$ cat src/design/sdf_host_map.svh
/*
 * Register offsets, field positions, reset values and timing counts of
 * the sigma-delta filter host controller.
 * Assumes a 250 MHz pclk and APB byte addressing with aligned words.
 */
`ifndef SDF_HOST_MAP_SVH
`define SDF_HOST_MAP_SVH

`define OFF_CTRL 12'h000
`define OFF_DCFG 12'h004
`define OFF_CCFG 12'h008
`define OFF_THRESH 12'h00c
`define OFF_PATTERN 12'h010
`define OFF_STATUS 12'h014
`define OFF_IRQ_STAT 12'h018
`define OFF_IRQ_MASK 12'h01c
`define OFF_NSAMP 12'h020
`define OFF_CLKDIV 12'h024
`define OFF_FLAGCLR 12'h028

`define CTRL_GO 0
`define CTRL_MODE_LO 1
`define CTRL_DEN 3
`define CTRL_DINT 4
`define CTRL_CINT 5
`define CTRL_XBAR 6

`define IRQ_SEQ_DONE 0
`define IRQ_LIMIT 1
`define IRQ_CMP 2
`define IRQ_DACK 3

`define MODE_CLOCKED 2'h0
`define MODE_MANCHESTER 2'h2
`define RST_CDEC 5'h05
`define RST_DDEC 8'hff
`define RST_LAT 8'h10
`define RST_NSAMP 8'h04
`define RST_CLKDIV 8'h0f
`define RST_PATTERN 32'haaaa_5555

`define CDEC_MIN 5'h05
`define SETTLE_EXTRA 9'h005
`define GUARD_NS 1200
`define PCLK_MHZ 250
`define GUARD_CYC ((`GUARD_NS * `PCLK_MHZ + 999) / 1000)

`endif

$ cat src/design/sdf_host_pkg.sv
/*
 * Types of the sigma-delta filter host controller.
 * Assumes the constants of sdf_host_map.svh.
 */
package sdf_host_pkg;

    typedef enum logic [4:0] {
        ST_IDLE = 5'h01,
        ST_QUIET = 5'h02,
        ST_APPLY = 5'h04,
        ST_SETTLE = 5'h08,
        ST_ARMWAIT = 5'h10
    } seq_state_e;

    typedef struct packed {
        seq_state_e state;
        logic [31:0] prdata;
        logic [1:0] mode;
        logic req_den;
        logic req_dint;
        logic req_cint;
        logic req_xbar;
        logic [1:0] dtype;
        logic [7:0] ddec;
        logic [7:0] dlat;
        logic [1:0] ctype;
        logic [4:0] cdec;
        logic [7:0] clat;
        logic [15:0] low;
        logic [15:0] high;
        logic [31:0] pattern;
        logic [7:0] nsamp;
        logic [7:0] clkdiv;
        logic [3:0] irq_stat;
        logic [3:0] irq_mask;
        logic live_den;
        logic live_dint;
        logic live_cint;
        logic live_xbar;
        logic [1:0] live_mode;
        logic [1:0] live_dtype;
        logic [7:0] live_ddec;
        logic [1:0] live_ctype;
        logic [4:0] live_cdec;
        logic [15:0] live_low;
        logic [15:0] live_high;
        logic [12:0] sync1;
        logic [12:0] sync2;
        logic [12:0] prev;
        logic [7:0] samp_cnt;
        logic [11:0] clr;
    } host_state_s;

    typedef struct packed {
        logic [7:0] div;
        logic clk;
        logic data;
        logic [4:0] pos;
        logic tick;
    } bits_state_s;

    typedef struct packed {
        logic [15:0] cnt;
        logic busy;
        logic done;
    } timer_state_s;

endpackage

$ cat src/design/sdf_host_ctrl.sv
/*
 * Host controller of a four-channel sigma-delta filter unit: drives the
 * modulator bitstream, applies filter settings in a safe order, services
 * the filter reset pulse and clears flags, under APB control.
 * Assumes the filter unit outputs come from another clock domain and that
 * the unit takes its settings from these level outputs.
 */
`timescale 1ns/1ps
`default_nettype none
`include "sdf_host_map.svh"
// Behaviour
// Sinc3 at ratio 256 on all ones wraps instead of saturating.
// At or above positive full scale the bitstream is all ones.
// First enable of a data filter may give one spurious acknowledge.
// Enable filter, wait latency plus 5 clocks, then enable interrupts.
// A filter reset pulse may give one spurious acknowledge.
// Clear the filter flags no sooner than 1.2 us after each reset pulse.
// Clear flags while samples stay within N, else leave them set.
// Each channel has over and under value flags, possibly spurious.
// Comparator oversampling ratio is kept at 5 or more.
// After ratio change wait latency plus 5 clocks before comparator ints.
// Run-time comparator changes cause spurious events on all routes.
// Comparator change: interrupts off, change, wait, interrupts on.
// Comparator change: crossbar events off, change, wait, events on.
// Run-time data filter changes cause spurious data-ready events.
// Data change: filter off, change, wait latency plus 5, filter on.
// Manchester decoding calibrates over 1024 transitions.
// Manchester high and low pulses match within one system clock.
// Clocked mode 0 is preferred over Manchester mode 2.
// Filter flags stay set until cleared through the flag register.
module sdf_host_ctrl (
    // Clock and reset
    input wire logic pclk,
    input wire logic presetn,
    // APB slave
    input wire logic [11:0] paddr,
    input wire logic psel,
    input wire logic penable,
    input wire logic pwrite,
    input wire logic [31:0] pwdata,
    output logic [31:0] prdata,
    output logic pready,
    output logic pslverr,
    output logic irq,
    // Modulator link
    output logic modulator_clock_input,
    output logic modulator_data_input,
    // Filter unit flags, asynchronous, and their registered clear
    input wire logic [3:0] data_ack_flag,
    input wire logic [3:0] over_value_flag,
    input wire logic [3:0] under_value_flag,
    input wire logic filter_reset_pulse,
    output logic [11:0] filter_flag_clear,
    // Filter unit settings
    output logic [1:0] input_mode,
    output logic data_filter_enable,
    output logic data_ack_int_enable,
    output logic [1:0] data_filter_type,
    output logic [7:0] data_oversampling_ratio,
    output logic [1:0] comparator_filter_type,
    output logic [4:0] comparator_oversampling_ratio,
    output logic [15:0] low_threshold,
    output logic [15:0] high_threshold,
    output logic over_value_int_enable,
    output logic under_value_int_enable,
    output logic comparator_xbar_enable
);
    sdf_host_pkg::host_state_s s_r;
    sdf_host_pkg::host_state_s s_nxt;
    logic bit_tick;
    logic settle_load;
    logic settle_done;
    logic guard_busy;
    logic guard_done;
    logic [15:0] settle_val;
    logic [12:0] rise;
    logic [3:0] svc_clr;
    logic [3:0] irq_ev;
    logic wr_en;

    function automatic logic addr_ok(input logic [11:0] a);
        addr_ok = (a == `OFF_CTRL) || (a == `OFF_DCFG) ||
                  (a == `OFF_CCFG) || (a == `OFF_THRESH) ||
                  (a == `OFF_PATTERN) || (a == `OFF_STATUS) ||
                  (a == `OFF_IRQ_STAT) || (a == `OFF_IRQ_MASK) ||
                  (a == `OFF_NSAMP) || (a == `OFF_CLKDIV) ||
                  (a == `OFF_FLAGCLR);
    endfunction

    function automatic logic [7:0] max8(input logic [7:0] a,
                                        input logic [7:0] b);
        max8 = (a > b) ? a : b;
    endfunction

    function automatic logic [31:0] rd_word(input logic [11:0] a,
            input sdf_host_pkg::host_state_s s);
        rd_word = 32'h0000_0000;
        unique case (a)
            `OFF_CTRL: rd_word = {25'h0, s.req_xbar, s.req_cint, s.req_dint,
                                  s.req_den, s.mode, 1'b0};
            `OFF_DCFG: rd_word = {8'h0, s.dlat, s.ddec, 6'h0, s.dtype};
            `OFF_CCFG: rd_word = {8'h0, s.clat, 9'h0, s.cdec, s.ctype};
            `OFF_THRESH: rd_word = {s.high, s.low};
            `OFF_PATTERN: rd_word = s.pattern;
            `OFF_STATUS: rd_word = {4'h0, s.sync2[11:0], s.samp_cnt,
                                    3'h0, s.state};
            `OFF_IRQ_STAT: rd_word = {28'h0, s.irq_stat};
            `OFF_IRQ_MASK: rd_word = {28'h0, s.irq_mask};
            `OFF_NSAMP: rd_word = {24'h0, s.nsamp};
            `OFF_CLKDIV: rd_word = {24'h0, s.clkdiv};
            default: rd_word = 32'h0000_0000;
        endcase
    endfunction

    modulator_bitstream u_bits (
        .pclk(pclk),
        .presetn(presetn),
        .half_div(s_r.clkdiv),
        .manchester(s_r.live_mode == `MODE_MANCHESTER),
        .pattern(s_r.pattern),
        .modulator_clock_input(modulator_clock_input),
        .modulator_data_input(modulator_data_input),
        .bit_tick(bit_tick)
    );

    // Wait counted in modulator clock periods, which this end makes itself.
    settle_timer u_settle (
        .pclk(pclk),
        .presetn(presetn),
        .load(settle_load),
        .load_val(settle_val),
        .tick(bit_tick),
        .busy(),
        .done(settle_done)
    );

    settle_timer u_guard (
        .pclk(pclk),
        .presetn(presetn),
        .load(rise[12]),
        .load_val(16'(`GUARD_CYC)),
        .tick(1'b1),
        .busy(guard_busy),
        .done(guard_done)
    );

    assign wr_en = psel && penable && pwrite;
    assign rise = s_r.sync2 & ~s_r.prev;
    assign settle_val = {7'h00, {1'b0, max8(s_r.dlat, s_r.clat)} +
                         `SETTLE_EXTRA};
    assign settle_load = (s_r.state == sdf_host_pkg::ST_APPLY) ||
                         ((s_r.state == sdf_host_pkg::ST_SETTLE) &&
                          settle_done);

    always_comb begin
        logic [7:0] cnt_new;
        logic [11:0] sw_clr;
        cnt_new = s_r.samp_cnt;
        sw_clr = 12'h000;
        s_nxt = s_r;
        svc_clr = 4'h0;
        irq_ev = 4'h0;
        // The first stage feeds only the second.
        s_nxt.sync1 = {filter_reset_pulse, under_value_flag,
                       over_value_flag, data_ack_flag};
        s_nxt.sync2 = s_r.sync1;
        s_nxt.prev = s_r.sync2;
        if (psel && !penable && !pwrite) begin
            s_nxt.prdata = rd_word(paddr, s_r);
        end
        if (wr_en) begin
            unique case (paddr)
                `OFF_CTRL: begin
                    s_nxt.mode = pwdata[`CTRL_MODE_LO +: 2];
                    s_nxt.req_den = pwdata[`CTRL_DEN];
                    s_nxt.req_dint = pwdata[`CTRL_DINT];
                    s_nxt.req_cint = pwdata[`CTRL_CINT];
                    s_nxt.req_xbar = pwdata[`CTRL_XBAR];
                    if (pwdata[`CTRL_GO] &&
                        s_r.state == sdf_host_pkg::ST_IDLE) begin
                        s_nxt.state = sdf_host_pkg::ST_QUIET;
                    end
                end
                `OFF_DCFG: begin
                    s_nxt.dtype = pwdata[1:0];
                    s_nxt.ddec = pwdata[15:8];
                    s_nxt.dlat = pwdata[23:16];
                end
                `OFF_CCFG: begin
                    s_nxt.ctype = pwdata[1:0];
                    s_nxt.cdec = pwdata[6:2];
                    s_nxt.clat = pwdata[23:16];
                end
                `OFF_THRESH: begin
                    s_nxt.low = pwdata[15:0];
                    s_nxt.high = pwdata[31:16];
                end
                `OFF_PATTERN: s_nxt.pattern = pwdata;
                `OFF_IRQ_MASK: s_nxt.irq_mask = pwdata[3:0];
                `OFF_NSAMP: s_nxt.nsamp = pwdata[7:0];
                `OFF_CLKDIV: s_nxt.clkdiv = pwdata[7:0];
                `OFF_FLAGCLR: sw_clr = pwdata[11:0];
                default: s_nxt.prdata = s_r.prdata;
            endcase
        end
        unique case (s_r.state)
            sdf_host_pkg::ST_IDLE: s_nxt.state = s_nxt.state;
            sdf_host_pkg::ST_QUIET: begin
                s_nxt.live_dint = 1'b0;
                s_nxt.live_cint = 1'b0;
                s_nxt.live_xbar = 1'b0;
                s_nxt.live_den = 1'b0;
                s_nxt.state = sdf_host_pkg::ST_APPLY;
            end
            sdf_host_pkg::ST_APPLY: begin
                s_nxt.live_mode = s_r.mode;
                s_nxt.live_dtype = s_r.dtype;
                s_nxt.live_ddec = s_r.ddec;
                s_nxt.live_ctype = s_r.ctype;
                s_nxt.live_cdec = (s_r.cdec < `CDEC_MIN) ? `CDEC_MIN
                                                         : s_r.cdec;
                s_nxt.live_low = s_r.low;
                s_nxt.live_high = s_r.high;
                s_nxt.state = sdf_host_pkg::ST_SETTLE;
            end
            sdf_host_pkg::ST_SETTLE: begin
                if (settle_done) begin
                    s_nxt.live_den = s_r.req_den;
                    s_nxt.live_cint = s_r.req_cint;
                    s_nxt.live_xbar = s_r.req_xbar;
                    s_nxt.state = sdf_host_pkg::ST_ARMWAIT;
                end
            end
            sdf_host_pkg::ST_ARMWAIT: begin
                if (settle_done) begin
                    s_nxt.live_dint = s_r.req_dint;
                    irq_ev[`IRQ_SEQ_DONE] = 1'b1;
                    s_nxt.state = sdf_host_pkg::ST_IDLE;
                end
            end
        endcase
        // Acknowledges inside the guard window are possibly spurious.
        if (rise[12]) begin
            s_nxt.samp_cnt = 8'h00;
        end else if ((rise[3:0] != 4'h0) && !guard_busy) begin
            cnt_new = (s_r.samp_cnt == 8'hff) ? 8'hff
                                              : s_r.samp_cnt + 8'h01;
            s_nxt.samp_cnt = cnt_new;
            if (cnt_new <= s_r.nsamp) begin
                svc_clr = rise[3:0];
            end else begin
                irq_ev[`IRQ_LIMIT] = 1'b1;
            end
        end
        if (guard_done) begin
            svc_clr = 4'hf;
        end
        irq_ev[`IRQ_CMP] = |rise[11:4];
        irq_ev[`IRQ_DACK] = |rise[3:0];
        s_nxt.clr = sw_clr | {8'h00, svc_clr};
        // A new event wins over a write-one clear in the same cycle.
        s_nxt.irq_stat = s_r.irq_stat | irq_ev;
        if (wr_en && paddr == `OFF_IRQ_STAT) begin
            s_nxt.irq_stat = (s_r.irq_stat & ~pwdata[3:0]) | irq_ev;
        end
    end

    always_ff @(posedge pclk or negedge presetn) begin
        if (!presetn) begin
            s_r <= '0;
            s_r.state <= sdf_host_pkg::ST_IDLE;
            s_r.mode <= `MODE_CLOCKED;
            s_r.live_mode <= `MODE_CLOCKED;
            s_r.ddec <= `RST_DDEC;
            s_r.live_ddec <= `RST_DDEC;
            s_r.cdec <= `RST_CDEC;
            s_r.live_cdec <= `RST_CDEC;
            s_r.dlat <= `RST_LAT;
            s_r.clat <= `RST_LAT;
            s_r.nsamp <= `RST_NSAMP;
            s_r.clkdiv <= `RST_CLKDIV;
            s_r.pattern <= `RST_PATTERN;
        end else begin
            s_r <= s_nxt;
        end
    end

    assign prdata = s_r.prdata;
    assign pready = 1'b1;
    assign pslverr = psel && penable && !addr_ok(paddr);
    assign irq = |(s_r.irq_stat & s_r.irq_mask);
    assign filter_flag_clear = s_r.clr;
    assign input_mode = s_r.live_mode;
    assign data_filter_enable = s_r.live_den;
    assign data_ack_int_enable = s_r.live_dint;
    assign data_filter_type = s_r.live_dtype;
    assign data_oversampling_ratio = s_r.live_ddec;
    assign comparator_filter_type = s_r.live_ctype;
    assign comparator_oversampling_ratio = s_r.live_cdec;
    assign low_threshold = s_r.live_low;
    assign high_threshold = s_r.live_high;
    assign over_value_int_enable = s_r.live_cint;
    assign under_value_int_enable = s_r.live_cint;
    assign comparator_xbar_enable = s_r.live_xbar;
endmodule
`default_nettype wire

$ cat src/design/settle_timer.sv
/*
 * Down counter that waits a loaded number of ticks and pulses done.
 * Assumes load and tick come from logic on pclk.
 */
`timescale 1ns/1ps
`default_nettype none
module settle_timer (
    // Clock and reset
    input wire logic pclk,
    input wire logic presetn,
    // Control
    input wire logic load,
    input wire logic [15:0] load_val,
    input wire logic tick,
    // Status
    output logic busy,
    output logic done
);
    sdf_host_pkg::timer_state_s s_r;
    sdf_host_pkg::timer_state_s s_nxt;

    always_comb begin
        s_nxt = s_r;
        s_nxt.done = 1'b0;
        if (load) begin
            // A zero load would wrap and wait 65536 ticks, so it waits one tick instead.
            s_nxt.cnt = (load_val == 16'h0000) ? 16'h0001 : load_val;
            s_nxt.busy = 1'b1;
        end else if (s_r.busy && tick) begin
            if (s_r.cnt == 16'h0001) begin
                s_nxt.busy = 1'b0;
                s_nxt.done = 1'b1;
            end else begin
                s_nxt.cnt = s_r.cnt - 16'h0001;
            end
        end
    end

    always_ff @(posedge pclk or negedge presetn) begin
        if (!presetn) begin
            s_r <= '0;
        end else begin
            s_r <= s_nxt;
        end
    end

    assign busy = s_r.busy;
    assign done = s_r.done;
endmodule
`default_nettype wire

$ cat src/design/modulator_bitstream.sv
/*
 * Modulator end: derives the modulator clock from pclk and shifts out a
 * pattern word, either clocked (mode 0) or Manchester coded.
 * Assumes the filter unit samples data on the rising modulator clock.
 */
`timescale 1ns/1ps
`default_nettype none
module modulator_bitstream (
    // Clock and reset
    input wire logic pclk,
    input wire logic presetn,
    // Settings
    input wire logic [7:0] half_div,
    input wire logic manchester,
    input wire logic [31:0] pattern,
    // Link
    output logic modulator_clock_input,
    output logic modulator_data_input,
    output logic bit_tick
);
    sdf_host_pkg::bits_state_s s_r;
    sdf_host_pkg::bits_state_s s_nxt;

    always_comb begin
        s_nxt = s_r;
        s_nxt.tick = 1'b0;
        if (s_r.div == 8'h00) begin
            // Both halves reload the same count, so high and low match.
            s_nxt.div = half_div;
            s_nxt.clk = ~s_r.clk;
            if (s_r.clk) begin
                s_nxt.pos = s_r.pos + 5'h01;
                s_nxt.data = manchester ? ~pattern[s_nxt.pos]
                                        : pattern[s_nxt.pos];
            end else begin
                s_nxt.tick = 1'b1;
                if (manchester) begin
                    s_nxt.data = pattern[s_r.pos];
                end
            end
        end else begin
            s_nxt.div = s_r.div - 8'h01;
        end
    end

    always_ff @(posedge pclk or negedge presetn) begin
        if (!presetn) begin
            s_r <= '0;
        end else begin
            s_r <= s_nxt;
        end
    end

    assign modulator_clock_input = s_r.clk;
    assign modulator_data_input = s_r.data;
    assign bit_tick = s_r.tick;
endmodule
`default_nettype wire

$ cat config.mk
export PLATFORM = sky130hd
export DESIGN_NAME = sdf_host_ctrl
export DESIGN_NICKNAME = d
export VERILOG_FILES = /design/src/design/sdf_host_pkg.sv /design/src/design/sdf_host_ctrl.sv /design/src/design/settle_timer.sv /design/src/design/modulator_bitstream.sv
export VERILOG_INCLUDE_DIRS = /design/src /design/src/design
export SDC_FILE = /design/constraint.sdc
export NUM_CORES = 1
export LEC_CHECK = 0
export BUFFER_PORTS_ARGS = -buffer_cell sky130_fd_sc_hd__buf_2
export CORE_MARGIN = 2
export CORE_UTILIZATION = 50
export DETAILED_ROUTE_END_ITERATION = 6
export PLACE_DENSITY = 0.72
export SLEW_MARGIN = 20
export SYNTH_ARGS = -nofsm -noshare
export SYNTH_HDL_FRONTEND = slang
export SYNTH_HIERARCHICAL = 1
export SYNTH_SLANG_ARGS = --single-unit
$ cat constraint.sdc
create_clock -name pclk -period 3 [get_ports pclk]
set_input_delay 0.3 -clock pclk [delete_from_list [all_inputs] [get_ports pclk]]
set_output_delay 0.3 -clock pclk [all_outputs]
set_load 0.05 [all_outputs]
==> summary.md, run 1 <==
| Metric | Value |
|---|---|
| Clk pin slew, worst setup/hold paths | `0.06 ns` |
| Slew Viols, Final | `0` |
| Vias in the first global route | `12300` |
| Non-filler cells in the finished layout | `2129` |
| Max_cap viols | `0` |
| Max Fclk | `334 MHz` |
| WL/cell | `20.7 microns` |
| Share of Yosys cell area claimed by the top area cell type | `42.8%` |
| CP endpoint kind | `flop` |
| H-Tree Depth | `2` |
| I/O pins | `167` |
| Total chip power | `10.8 mW` |
| Setup Skew | `0.0252 ns` |
| Crit share post-route | `99.9%` |
| Crit path max fanout | `5` |
| Fin Setup TNS | `0 ns` |
| Layout cells sized above 1 | `33.1%` |
| Synth top cells by count | `dfrtp_1 (286), mux2_2 (149), nand2_1 (120), buf_4 (102), nor2_1 (97)` |
| Largest net degree at the start of global routing | `80` |
| Die area | `34900 sq um` |
| CTS buffer count | `37` |
| Status | `completed` |
| Yosys reg bits | `330` |
| DRC errors left | `0` |
| DRT Pass-1 Iters | `7` |
| Post-DP HPWL | `31.6 mm` |
| Required time of the critical path | `3.46 ns` |
| Ys Warns | `6` |
| PwrDens | `560 nW/um^2` |
| GRT Util Overall | `25.2%` |
| Primary FF master, synth | `dfrtp_1` |
| Post-synthesis sequential area ratio | `49.7%` |
| Die Span X | `187 microns` |
| Core ar. | `32700 sq um` |
| Number of flops mapped to enable cells by yosys | `0` |
| Layout area overhead | `15.3%` |
| First-pass GRT wire length | `69.6 mm` |
| Initial antenna violation count | `4` |
| Most common cell in the netlist | `dfrtp_1` |
| Starting Density | `51.1%` |
| Die H | `187 microns` |
| Final hold violation count | `0` |
| Setup repair after global routing missed its margin | `true` |
| Worst hold path class | `input pin to flop` |
| Crit path DAT | `3.45 ns` |
| Filler cells | `2738` |
| Nets | `1742` |
| Synth Area per Inst | `11.2 sq um` |
| Clock sink count | `330` |
| Peak VDD IR | `0.000456 V` |
| Distinct cells, synth | `92` |
| Iter 0 DRT Violations | `1216` |
| Placer's final routability congestion estimate | `0.943` |
| Rows | `66` |
| Final ANT Viol Nets | `0` |
| Post-synth top area cell | `dfrtp_1` |
| Gr ovfl total | `0` |
| Mapped Cells | `1489` |
| DR vias/cell | `5.78` |
| Via count | `12300` |
| Placed inst area | `17700 sq um` |
| CTS tree | `built` |
| Slew margin rel. | `47.8%` |
| Dpl cells | `2037` |
| Deepest clock path buffer count | `3` |
| Worst skew pair latency | `0.53 ns` |
| Post-route cell area | `19300 sq um` |
| Top cells by area, synth | `dfrtp_1 (43%), mux2_2 (10%), dfstp_2 (6.9%)` |
| Startpoint Class | `flop` |
| Tmin final | `3.00 ns` |
| Number of port buffers | `165` |
| Total Routed Length | `44.0 mm` |
| CTS root buffer | `clkbuf_16` |
| Final setup fails | `0` |
| Critical path class | `flop to flop` |
| Worst slew pin tran | `0.775 ns` |
| Synthesized area | `16700 sq um` |
| P_leak | `9.02 nW` |
| Worst hold slack | `0.0326 ns` |
| Ys async rst share | `100%` |
critical path, cell delays in order, from the launching register on:
cell and delay (ns):
dfrtp_1 0.39, inv_2 0.08, ha_4 0.20, nor2b_1 0.12, o211ai_1 0.21, a21oi_2 0.11
o31ai_4 0.28, mux2_4 0.35, ha_4 0.18, o2111ai_2 0.18, xnor2_1 0.09, nor2_1 0.11
a21oi_2 0.06, nor4_2 0.26, a41o_1 0.21, nand2_1 0.05, nand3_1 0.07
registers in the layout, summed over array words and instances (netlist names), 2 cells and up:
name                           flops
s_r                              153
prdata                            32
s_nxt                             26
high_threshold                    16
low_threshold                     16
u_guard/s_r                       16
u_settle/s_r                      16
u_bits/s_r                        13
filter_flag_clear                 12
data_oversampling_ratio            8
comparator_oversampling_ratio      5
comparator_filter_type             2
data_filter_type                   2
input_mode                         2
layout by cell type, fill, tap and decap left out, drive strengths merged, types with 22 or more instances in the layout:
master	n
dfstp	44
a21oi	39
nand3	22
mux2i	22
nor2	101
ha	24
o21ai	81
inv	45
buf	232
conb	50
nand2	120
mux2	161
clkbuf	54
nor3	37
dfrtp	286
layer usage:
layer	global-route usage [%]	up-vias	part of all wire (%)
met4	8.21	4	2.9
met1	34.3	6171	42
li1	-	5602	-
met5	0	-	0.045
met3	4.95	92	6.8
met2	40.7	438	48
per-stage QoR:
stage          utilization (%)  setup slack, ns
6_report                  58.9          0.00442
3_3_place_gp              54.1          -0.0898
3_5_place_dp              54.1          -0.0959
4_1_cts                   58.5          0.00651
5_1_grt                   58.9           -0.157
2_1_floorplan                -           0.0211
timing repair:
action                                  4_1_cts  5_1_grt
resized for setup                             6       22
endpoints found under the setup margin        1        6
endpoints found under the hold margin        69        0
gates cloned                                  0        0
hold buffers                                 14        0
pin swaps                                     3        3
setup buffers                                 1        7
area by class of cell:
cell class                      instances  area (sq um)  share of cell area [%]
Clock inverter                         14           169                   0.876
Clock buffer                           54          1100                    5.72
Multi-Input combinational cell        997          7460                    38.7
Sequential cell                       330          8320                    43.1
Tap cell                              442           553                    2.87
Timing Repair Buffer                  246          1510                    7.82
Inverter                               44           165                   0.857
Antenna cell                            2          5.00                  0.0260
worst paths after layout:
path / endpoint / startpoint / slack (ns) / cells after the start
setup / recovery: u_settle/s_r[2] / s_r[203] / 0.004 / 16
hold / removal: s_r[167] / pwdata[29] / 0.03 / 2
setup reg to reg: u_settle/s_r[2] / s_r[203] / 0.004 / 16
hold reg to reg: s_nxt[29] / s_nxt[42] / 0.35 / 0
max in group asynchronous: comparator_oversampling_ratio[0] / presetn / 1.66 / 3
min in group asynchronous: high_threshold[12] / presetn / 0.37 / 2
cell families (layout without fill, tap and decap cells):
kind of cell | after synthesis | in the layout | synth area share [%]
xor+xnor | 25 | 25 | 1.42
mux | 204 | 204 | 15.2
other cells | 2 | 52 | 0.0449
simple gates | 421 | 421 | 13.3
flops | 330 | 330 | 49.7
compound gates | 273 | 273 | 11.0
buf+inv | 210 | 358 | 7.48
fa+ha+maj | 24 | 24 | 1.80
power by group:
| group | switching [mW] | internal (mW) | leakage, nW | total (mW) |
|---|---|---|---|---|
| logic | 0.800 | 0.494 | 4.28 | 1.29 |
| clock network | 1.84 | 2.83 | 0.620 | 4.67 |
| registers | 0.188 | 4.64 | 4.13 | 4.83 |
(Power assumes the default switching activity.)
==> run 2: changes to the inputs <==
--- a/config.mk
+++ b/config.mk
@@ -7,10 +7,12 @@
 export NUM_CORES = 1
 export LEC_CHECK = 0
 export BUFFER_PORTS_ARGS = -buffer_cell sky130_fd_sc_hd__buf_2
+export CELL_PAD_IN_SITES_DETAIL_PLACEMENT = 1
+export CELL_PAD_IN_SITES_GLOBAL_PLACEMENT = 1
 export CORE_MARGIN = 2
-export CORE_UTILIZATION = 50
+export CORE_UTILIZATION = 43
 export DETAILED_ROUTE_END_ITERATION = 6
-export PLACE_DENSITY = 0.72
+export PLACE_DENSITY_LB_ADDON = 0.1
 export SLEW_MARGIN = 20
 export SYNTH_ARGS = -nofsm -noshare
 export SYNTH_HDL_FRONTEND = slang
==> run 2 against run 1 <==
  * The run now ends with negative setup slack left
  * Critical path depth up 1
  * First-iteration DRC count shrank 52%
  * Critical endpoint unchanged
  * Final area rose by 0.85%
  * Global-route usage is 0.11 points lower
  * Final cell count grew 4.0%
  * Total power rose by 0.62%
  * Non-clock buffer count grew 9
  * Clock skew decreased by 0.012 ns
  * Flip-flop and latch count is the same
  * Via count fell by 0.40%
==> summary.md, run 2 (same netlist as run 1, synthesis figures left out) <==
| Metric | Value |
|---|---|
| WL/cell | `22.4 microns (+8.2%)` |
| Max Used Layer | `met5` |
| Failing checks | `negative setup slack` |
| First-pass GRT wire length | `78.7 mm (+13%)` |
| I/O pins | `167 (unchanged)` |
| CP endpoint kind | `flop` |
| Biggest register | `s_r` |
| Most frequent cells in the layout | `dfrtp_1 (286), buf_2 (164), mux2_2 (148)` |
| Crit path DAT | `3.51 ns (+0.06 ns)` |
| Clk pin slew, worst setup/hold paths | `0.06 ns (about the same)` |
| PwrDens | `559 nW/um^2 (-0.23%)` |
| Crit. path cell count | `17 (+1)` |
| Die H | `201 microns (+7.7%)` |
| Worst skew pair latency | `0.55 ns (+0.02 ns)` |
| Sw Ratio | `26.6% (+0.40 points)` |
| Clock power frac | `43.1% (-0.2 points)` |
| H-Tree Depth | `2 (unchanged)` |
| Top cell by count, worst path | `a21oi_2` |
| Core Util, Final | `50.5% (-8.4 points)` |
| Top Family by Delay on Critical Path | `compound AO/OA/AOI/OAI gates` |
| DRT met1 WL | `21.7 mm (+16%)` |
| Startpoint Class | `flop` |
| Slew Viols, Final | `0 (unchanged)` |
| Setup Skew | `0.0129 ns (-0.0122 ns)` |
| Setup repair after global routing missed its margin | `true` |
| Number of port buffers | `165 (unchanged)` |
| Slowest CP cell | `dfstp_2` |
| Crit path buf inv count | `3 (+2)` |
| Tmin final | `3.03 ns (+0.0334 ns)` |
| Met2 WL post-DR | `24.3 mm (+15%)` |
| Gr ovfl total | `0 (unchanged)` |
| Final hold violation count | `0 (unchanged)` |
| P_sw | `2.89 mW (+2.2%)` |
| Critical path class | `flop to flop` |
| DRC errors left | `0 (unchanged)` |
| DR vias/cell | `5.54 (-4.2%)` |
| Rows | `72 (+9.1%)` |
| Placer's final routability congestion estimate | `0.841 (-11%)` |
| P_leak | `9.07 nW (+0.55%)` |
| Final setup fails | `1 (+1)` |
| Via count | `12300 (-0.40%)` |
| Max Fclk | `330 MHz (-1.1%)` |
| CP Cell Sequence | `inv_1 -> ha_1 -> nand4_1 -> a21oi_2 -> o31ai_4 -> buf_4 -> buf_6 -> o21ai_2 -> ha_4 -> o2111ai_2 -> xnor2_1 -> nor2_1 -> a21oi_2 -> nor4_2 -> a41o_1 -> nand2_1 -> nand3_1` |
| Required time of the critical path | `3.48 ns (+0.02 ns)` |
| Post-DP HPWL | `35.9 mm (+14%)` |
| Clock sink count | `330 (unchanged)` |
| Met3 routed WL | `1.97 mm (-34%)` |
| Peak VDD IR | `0.000372 V (-18%)` |
| Worst slew pin tran | `0.845 ns (+0.0692 ns)` |
| Largest net degree at the start of global routing | `89 (+11%)` |
| Die area | `40500 sq um (+16%)` |
| Crit share post-route | `101% (+1.1 points)` |
| CTS tree | `built` |
| CTS buffer count | `38 (+2.7%)` |
| GRT Util Overall | `25.1% (-0.11 points)` |
| Max_cap viols | `0 (unchanged)` |
| Worst hold slack | `0.0263 ns (-0.00638 ns)` |
| Starting Density | `43.5% (-7.7 points)` |
| Sequential Power Share | `44.4% (-0.3 points)` |
| Crit path max fanout | `5 (unchanged)` |
| Hold Path Stages | `3 (+1)` |
| Layout area overhead | `16.3%` |
| Slew margin rel. | `43.7% (-4.1 points)` |
| CTS root buffer | `clkbuf_16` |
| Pint | `7.97 mW (about the same)` |
| CP max stage delay | `0.53 ns (+0.14 ns)` |
| Final ANT Viol Nets | `0 (unchanged)` |
| Largest register FFs | `153 (unchanged)` |
| Die Span X | `201 microns (+7.7%)` |
| Initial antenna violation count | `2 (-2)` |
| Iter 0 DRT Violations | `579 (-52%)` |
| DRT Pass-1 Iters | `4 (-3)` |
| Deepest clock path buffer count | `3 (unchanged)` |
| Vias in the first global route | `13100 (+7.0%)` |
| Worst R2R Path Depth | `17 (+1)` |
| Combinational power share | `12.5% (+0.5 points)` |
| Final worst slack | `-0.0289 ns (-0.0334 ns)` |
| Status | `finished, violations left` |
| Commonest non-fill, non-tap cell in the layout | `dfrtp_1` |
| Worst hold path class | `input pin to flop` |
| Total Routed Length | `49.6 mm (+13%)` |
| Core ar. | `38500 sq um (+18%)` |
| Layout cells sized above 1 | `32.3% (-0.77 points)` |
| Nets | `1752 (+0.57%)` |
-- run 2: changes by cell type in the layout (fill, tap and decap cells not counted), sizes merged --
cell         previous run  this run
dlygate4sd3            14        20
clkinv                  8         3
bufinv                  3         2
inv                    45        43
clkbuf                 54        62
buf                   232       235
-- run 2: worst paths after layout --
| check | endpoint | slack, ns | start |
|---|---|---|---|
| hold reg to reg | s_nxt[25] | 0.35 | s_nxt[38] |
| max in group asynchronous | s_r[157] | 1.67 | presetn |
| min in group asynchronous | prdata[30] | 0.41 | presetn |
| setup / recovery | u_settle/s_r[2] | -0.03 | s_r[206] |
| hold / removal | s_r[206] | 0.03 | pwdata[20] |
| setup reg to reg | u_settle/s_r[2] | -0.03 | s_r[206] |
-- run 2: area by class of cell --
class | instances | area, sq um
tap | 518 | 648
fill | 4224 | 19000
clock buffer | 62 | 1160
sequential | 330 | 8310
multi-input combinational | 997 | 7430
timing repair buffer | 255 | 1630
clock inverter | 6 | 85.1
inverter | 44 | 165
antenna | 2 | 5.00
-- run 2: worst register-to-register path, delay by kind of cell, from the launching register on --
kind / cells / cell delay (ns)
AOI/OAI and AO/OA: 6 / 0.86
xor gates and xnor gates: 1 / 0.14
adders and majority gates: 2 / 0.46
buffers and inverters: 3 / 0.31
DFF: 1 / 0.53
and+or+nand+nor: 5 / 0.69
-- run 2: routing by layer --
metal	global-route usage, %	vias to the layer above
met4	8.49	2
met2	42.1	226
met1	32.9	6316
met3	4.31	83
met5	0	-
li1	-	5631
-- run 2: power groups by stage --
stage          combinational [mW]  clock [mW]  sequential, mW
6_report                     1.35        4.68            4.83
3_5_place_dp                 1.34           0            4.90
5_1_grt                      1.48        4.98            4.85
2_1_floorplan               0.894           0            4.90
3_3_place_gp                 1.29           0            4.89
4_1_cts                      1.36        4.79            4.83
-- run 2: metrics by stage --
stage	worst slack, ns	cell area, sq um	TNS [ns]	power (mW)	instances
2_1_floorplan	0.0211	16900	0	5.79	1537
3_3_place_gp	-0.0447	17900	-0.0447	6.18	2121
3_5_place_dp	-0.133	17900	-0.133	6.24	2121
4_1_cts	-0.0281	19400	-0.0281	11.0	2211
5_1_grt	-0.215	19400	-0.258	11.3	2212
6_report	-0.0289	19400	-0.0289	10.9	2214
-- run 2: what timing repair did --
action,CTS,global route
hold endpoints to repair,83,0
buffers inserted,2,1
gates resized for setup,8,11
endpoints found under the setup margin,1,7
pin swaps,7,7
hold buffers,20,0
==> run 3: changes to the inputs <==
--- a/config.mk
+++ b/config.mk
@@ -12,7 +12,8 @@
 export CORE_MARGIN = 2
 export CORE_UTILIZATION = 43
 export DETAILED_ROUTE_END_ITERATION = 6
-export PLACE_DENSITY_LB_ADDON = 0.1
+export HOLD_SLACK_MARGIN = 0.1
+export PLACE_DENSITY = 0.83
 export SLEW_MARGIN = 20
 export SYNTH_ARGS = -nofsm -noshare
 export SYNTH_HDL_FRONTEND = slang
==> run 3 against run 2 <==
  * The run still ends with negative setup slack left
  * Highest routed layer unchanged
  * Wire length is 12% higher
  * Global-route usage is 1.7 points higher
  * Non-clock buffer count is 19 higher
  * Via count is 8.1% higher
  * Clock power hardly changed
  * Core utilization is 0.55 points higher
  * Count of clock-buffer cells in the layout is 11 lower
==> summary.md, run 3 (same netlist as run 1, synthesis figures left out) <==
| Metric | Value |
|---|---|
| Non-filler cells in the finished layout | `2231 (+0.77%)` |
| Vias in the first global route | `14200 (+8.2%)` |
| P_leak | `9.15 nW (+0.87%)` |
| Crit path DAT | `3.65 ns (+0.14 ns)` |
| Worst skew pair latency | `0.54 ns (about the same)` |
| Initial antenna violation count | `5 (+3)` |
| Largest net degree at the start of global routing | `93 (+4.5%)` |
| Core Util, Final | `51.1% (+0.55 points)` |
| Status | `finished, violations left` |
| Critical path class | `flop to flop` |
| Final hold violation count | `0 (unchanged)` |
| Dpl cells | `2116 (-0.24%)` |
| Max Fclk | `310 MHz (-6.2%)` |
| Deepest clock path buffer count | `3 (unchanged)` |
| Setup Skew | `0.0268 ns (+0.0139 ns)` |
| Layout area overhead | `17.6%` |
| Slew margin rel. | `19.0% (-25 points)` |
| WL/cell | `24.9 microns (+11%)` |
| Post-route cell area | `19700 sq um (+1.1%)` |
| Die H | `201 microns (unchanged)` |
| GRT Util Overall | `26.8% (+1.7 points)` |
| Max_cap viols | `0 (unchanged)` |
| PwrDens | `556 nW/um^2 (-0.54%)` |
| Placed inst area | `17800 sq um (-0.32%)` |
| Number of port buffers | `165 (unchanged)` |
| Crit path max fanout | `5 (unchanged)` |
| H-Tree Depth | `2 (unchanged)` |
| Slowest CP cell | `dfrtp_1` |
| I/O pins | `167 (unchanged)` |
| CP Cell Sequence | `inv_1 -> ha_1 -> a21oi_1 -> a21oi_2 -> o31ai_4 -> mux2_4 -> ha_4 -> buf_4 -> o21ai_2 -> xnor2_1 -> nand2_1 -> o21ai_2 -> nor4_4 -> a41o_1 -> nand2_1 -> nand3_1` |
| DRT Pass-1 Iters | `5 (+1)` |
| Biggest register | `s_r` |
| Total chip power | `10.9 mW (+0.55%)` |
| Via count | `13300 (+8.1%)` |
| Startpoint Class | `flop` |
| Most frequent cells in the layout | `dfrtp_1 (283), buf_2 (164), mux2_2 (148)` |
| Final ANT Viol Nets | `0 (unchanged)` |
| Placer's final routability congestion estimate | `0.914 (+8.7%)` |
| Gr ovfl total | `0 (unchanged)` |
| CP endpoint kind | `flop` |
| First-pass GRT wire length | `84.5 mm (+7.4%)` |
| Die Span X | `201 microns (unchanged)` |
| Peak VDD IR | `0.000296 V (-20%)` |
| Crit share post-route | `108% (+6.7 points)` |
| Final worst slack | `-0.231 ns (-0.202 ns)` |
| Tmin final | `3.23 ns (+0.202 ns)` |
| CTS root buffer | `clkbuf_16` |
| Starting Density | `43.5% (unchanged)` |
| Die area | `40500 sq um (unchanged)` |
| Layout cells sized above 1 | `33.1% (+0.77 points)` |
| DRC errors left | `0 (unchanged)` |
| Slew Viols, Final | `0 (unchanged)` |
| Largest register FFs | `153 (unchanged)` |
| Clk pin slew, worst setup/hold paths | `0.06 ns (about the same)` |
| CTS buffer count | `37 (-2.6%)` |
| Failing checks | `negative setup slack` |
| Final setup fails | `7 (+6)` |
| Post-DP HPWL | `36.3 mm (+0.96%)` |
| Worst hold slack | `0.126 ns (+0.100 ns)` |
| Required time of the critical path | `3.42 ns (-0.06 ns)` |
| Setup repair after global routing missed its margin | `true` |
| Rows | `72 (unchanged)` |
| Total Routed Length | `55.6 mm (+12%)` |
| Iter 0 DRT Violations | `962 (+66%)` |
| Worst hold path class | `input pin to flop` |
| CP max stage delay | `0.40 ns (-0.13 ns)` |
| Commonest non-fill, non-tap cell in the layout | `dfrtp_1` |
| Core ar. | `38500 sq um (unchanged)` |
| CTS tree | `built` |
| DR vias/cell | `5.94 (+7.3%)` |
| Nets | `1770 (+1.0%)` |
| Filler cells | `4124 (-2.4%)` |
| Worst slew pin tran | `1.20 ns (+0.355 ns)` |
| Clock sink count | `330 (unchanged)` |
[run 3: changes by cell type in the layout (fill, tap and decap cells not counted), sizes merged]
cell         previous run  this run
dlygate4sd3            20        39
clkbuf                 62        51
clkinv                  3        12
clkinvlp                2         0
inv                    43        45
bufinv                  2         3
diode                   2         1
[run 3: layer usage]
layer	track usage (%)	up-vias	wire (microns)
met2	45.0	608	27000
met3	5.22	204	3810
met4	13.9	6	3210
met5	0	-	38
li1	-	5648	-
met1	32.7	6790	21600
[run 3: where the power goes]
group / switching [mW] / leakage [nW] / internal (mW)
clock: 1.96 / 0.612 / 2.73
combinational: 0.868 / 4.42 / 0.519
sequential: 0.199 / 4.13 / 4.64
[run 3: stage by stage]
| stage | setup TNS [ns] | setup slack (ns) |
|---|---|---|
| 2_1_floorplan | 0 | 0.0211 |
| 3_5_place_dp | -0.349 | -0.344 |
| 5_1_grt | -1.34 | -0.350 |
| 3_3_place_gp | -0.0447 | -0.0447 |
| 4_1_cts | -0.107 | -0.107 |
| 6_report | -0.624 | -0.231 |
[run 3: layout make-up]
cell class | instances | area, sq um | area share [%]
inverter | 44 | 165 | 0.840
antenna | 1 | 2.50 | 0.0127
clock inverter | 16 | 185 | 0.942
sequential | 330 | 8320 | 42.3
clock buffer | 51 | 1050 | 5.34
timing repair buffer | 274 | 1800 | 9.17
multi-input combinational | 997 | 7480 | 38.1
tap | 518 | 648 | 3.30
[run 3: repair_timing]
action,4_1_cts,5_1_grt
cloned,0,0
hold buffers,39,0
gates resized for setup,17,18
hold endpoints to repair,157,0
pin swaps,11,12
endpoints found under the setup margin,7,7
buffers inserted,3,5
[run 3: critical path: cells and delay by family, from the launching register on]
| kind | cells | cell delay, ns |
|---|---|---|
| xor+xnor | 1 | 0.16 |
| buf+inv | 2 | 0.23 |
| simple gates | 4 | 0.29 |
| mux | 1 | 0.35 |
| compound gates | 6 | 1.13 |
| flops | 1 | 0.40 |
| fa+ha+maj | 2 | 0.54 |
[run 3: worst paths after layout]
path                           start               to  slack, ns  cells after the start
max in group asynchronous    presetn         s_r[150]       1.67                      3
setup reg to reg            s_r[205]  u_settle/s_r[2]      -0.23                     16
hold reg to reg            s_nxt[42]        s_nxt[29]       0.34                      0
hold / removal             pwdata[2]         s_r[132]       0.13                      3
min in group asynchronous    presetn       prdata[29]       0.38                      2
setup / recovery            s_r[205]  u_settle/s_r[2]      -0.23                     16
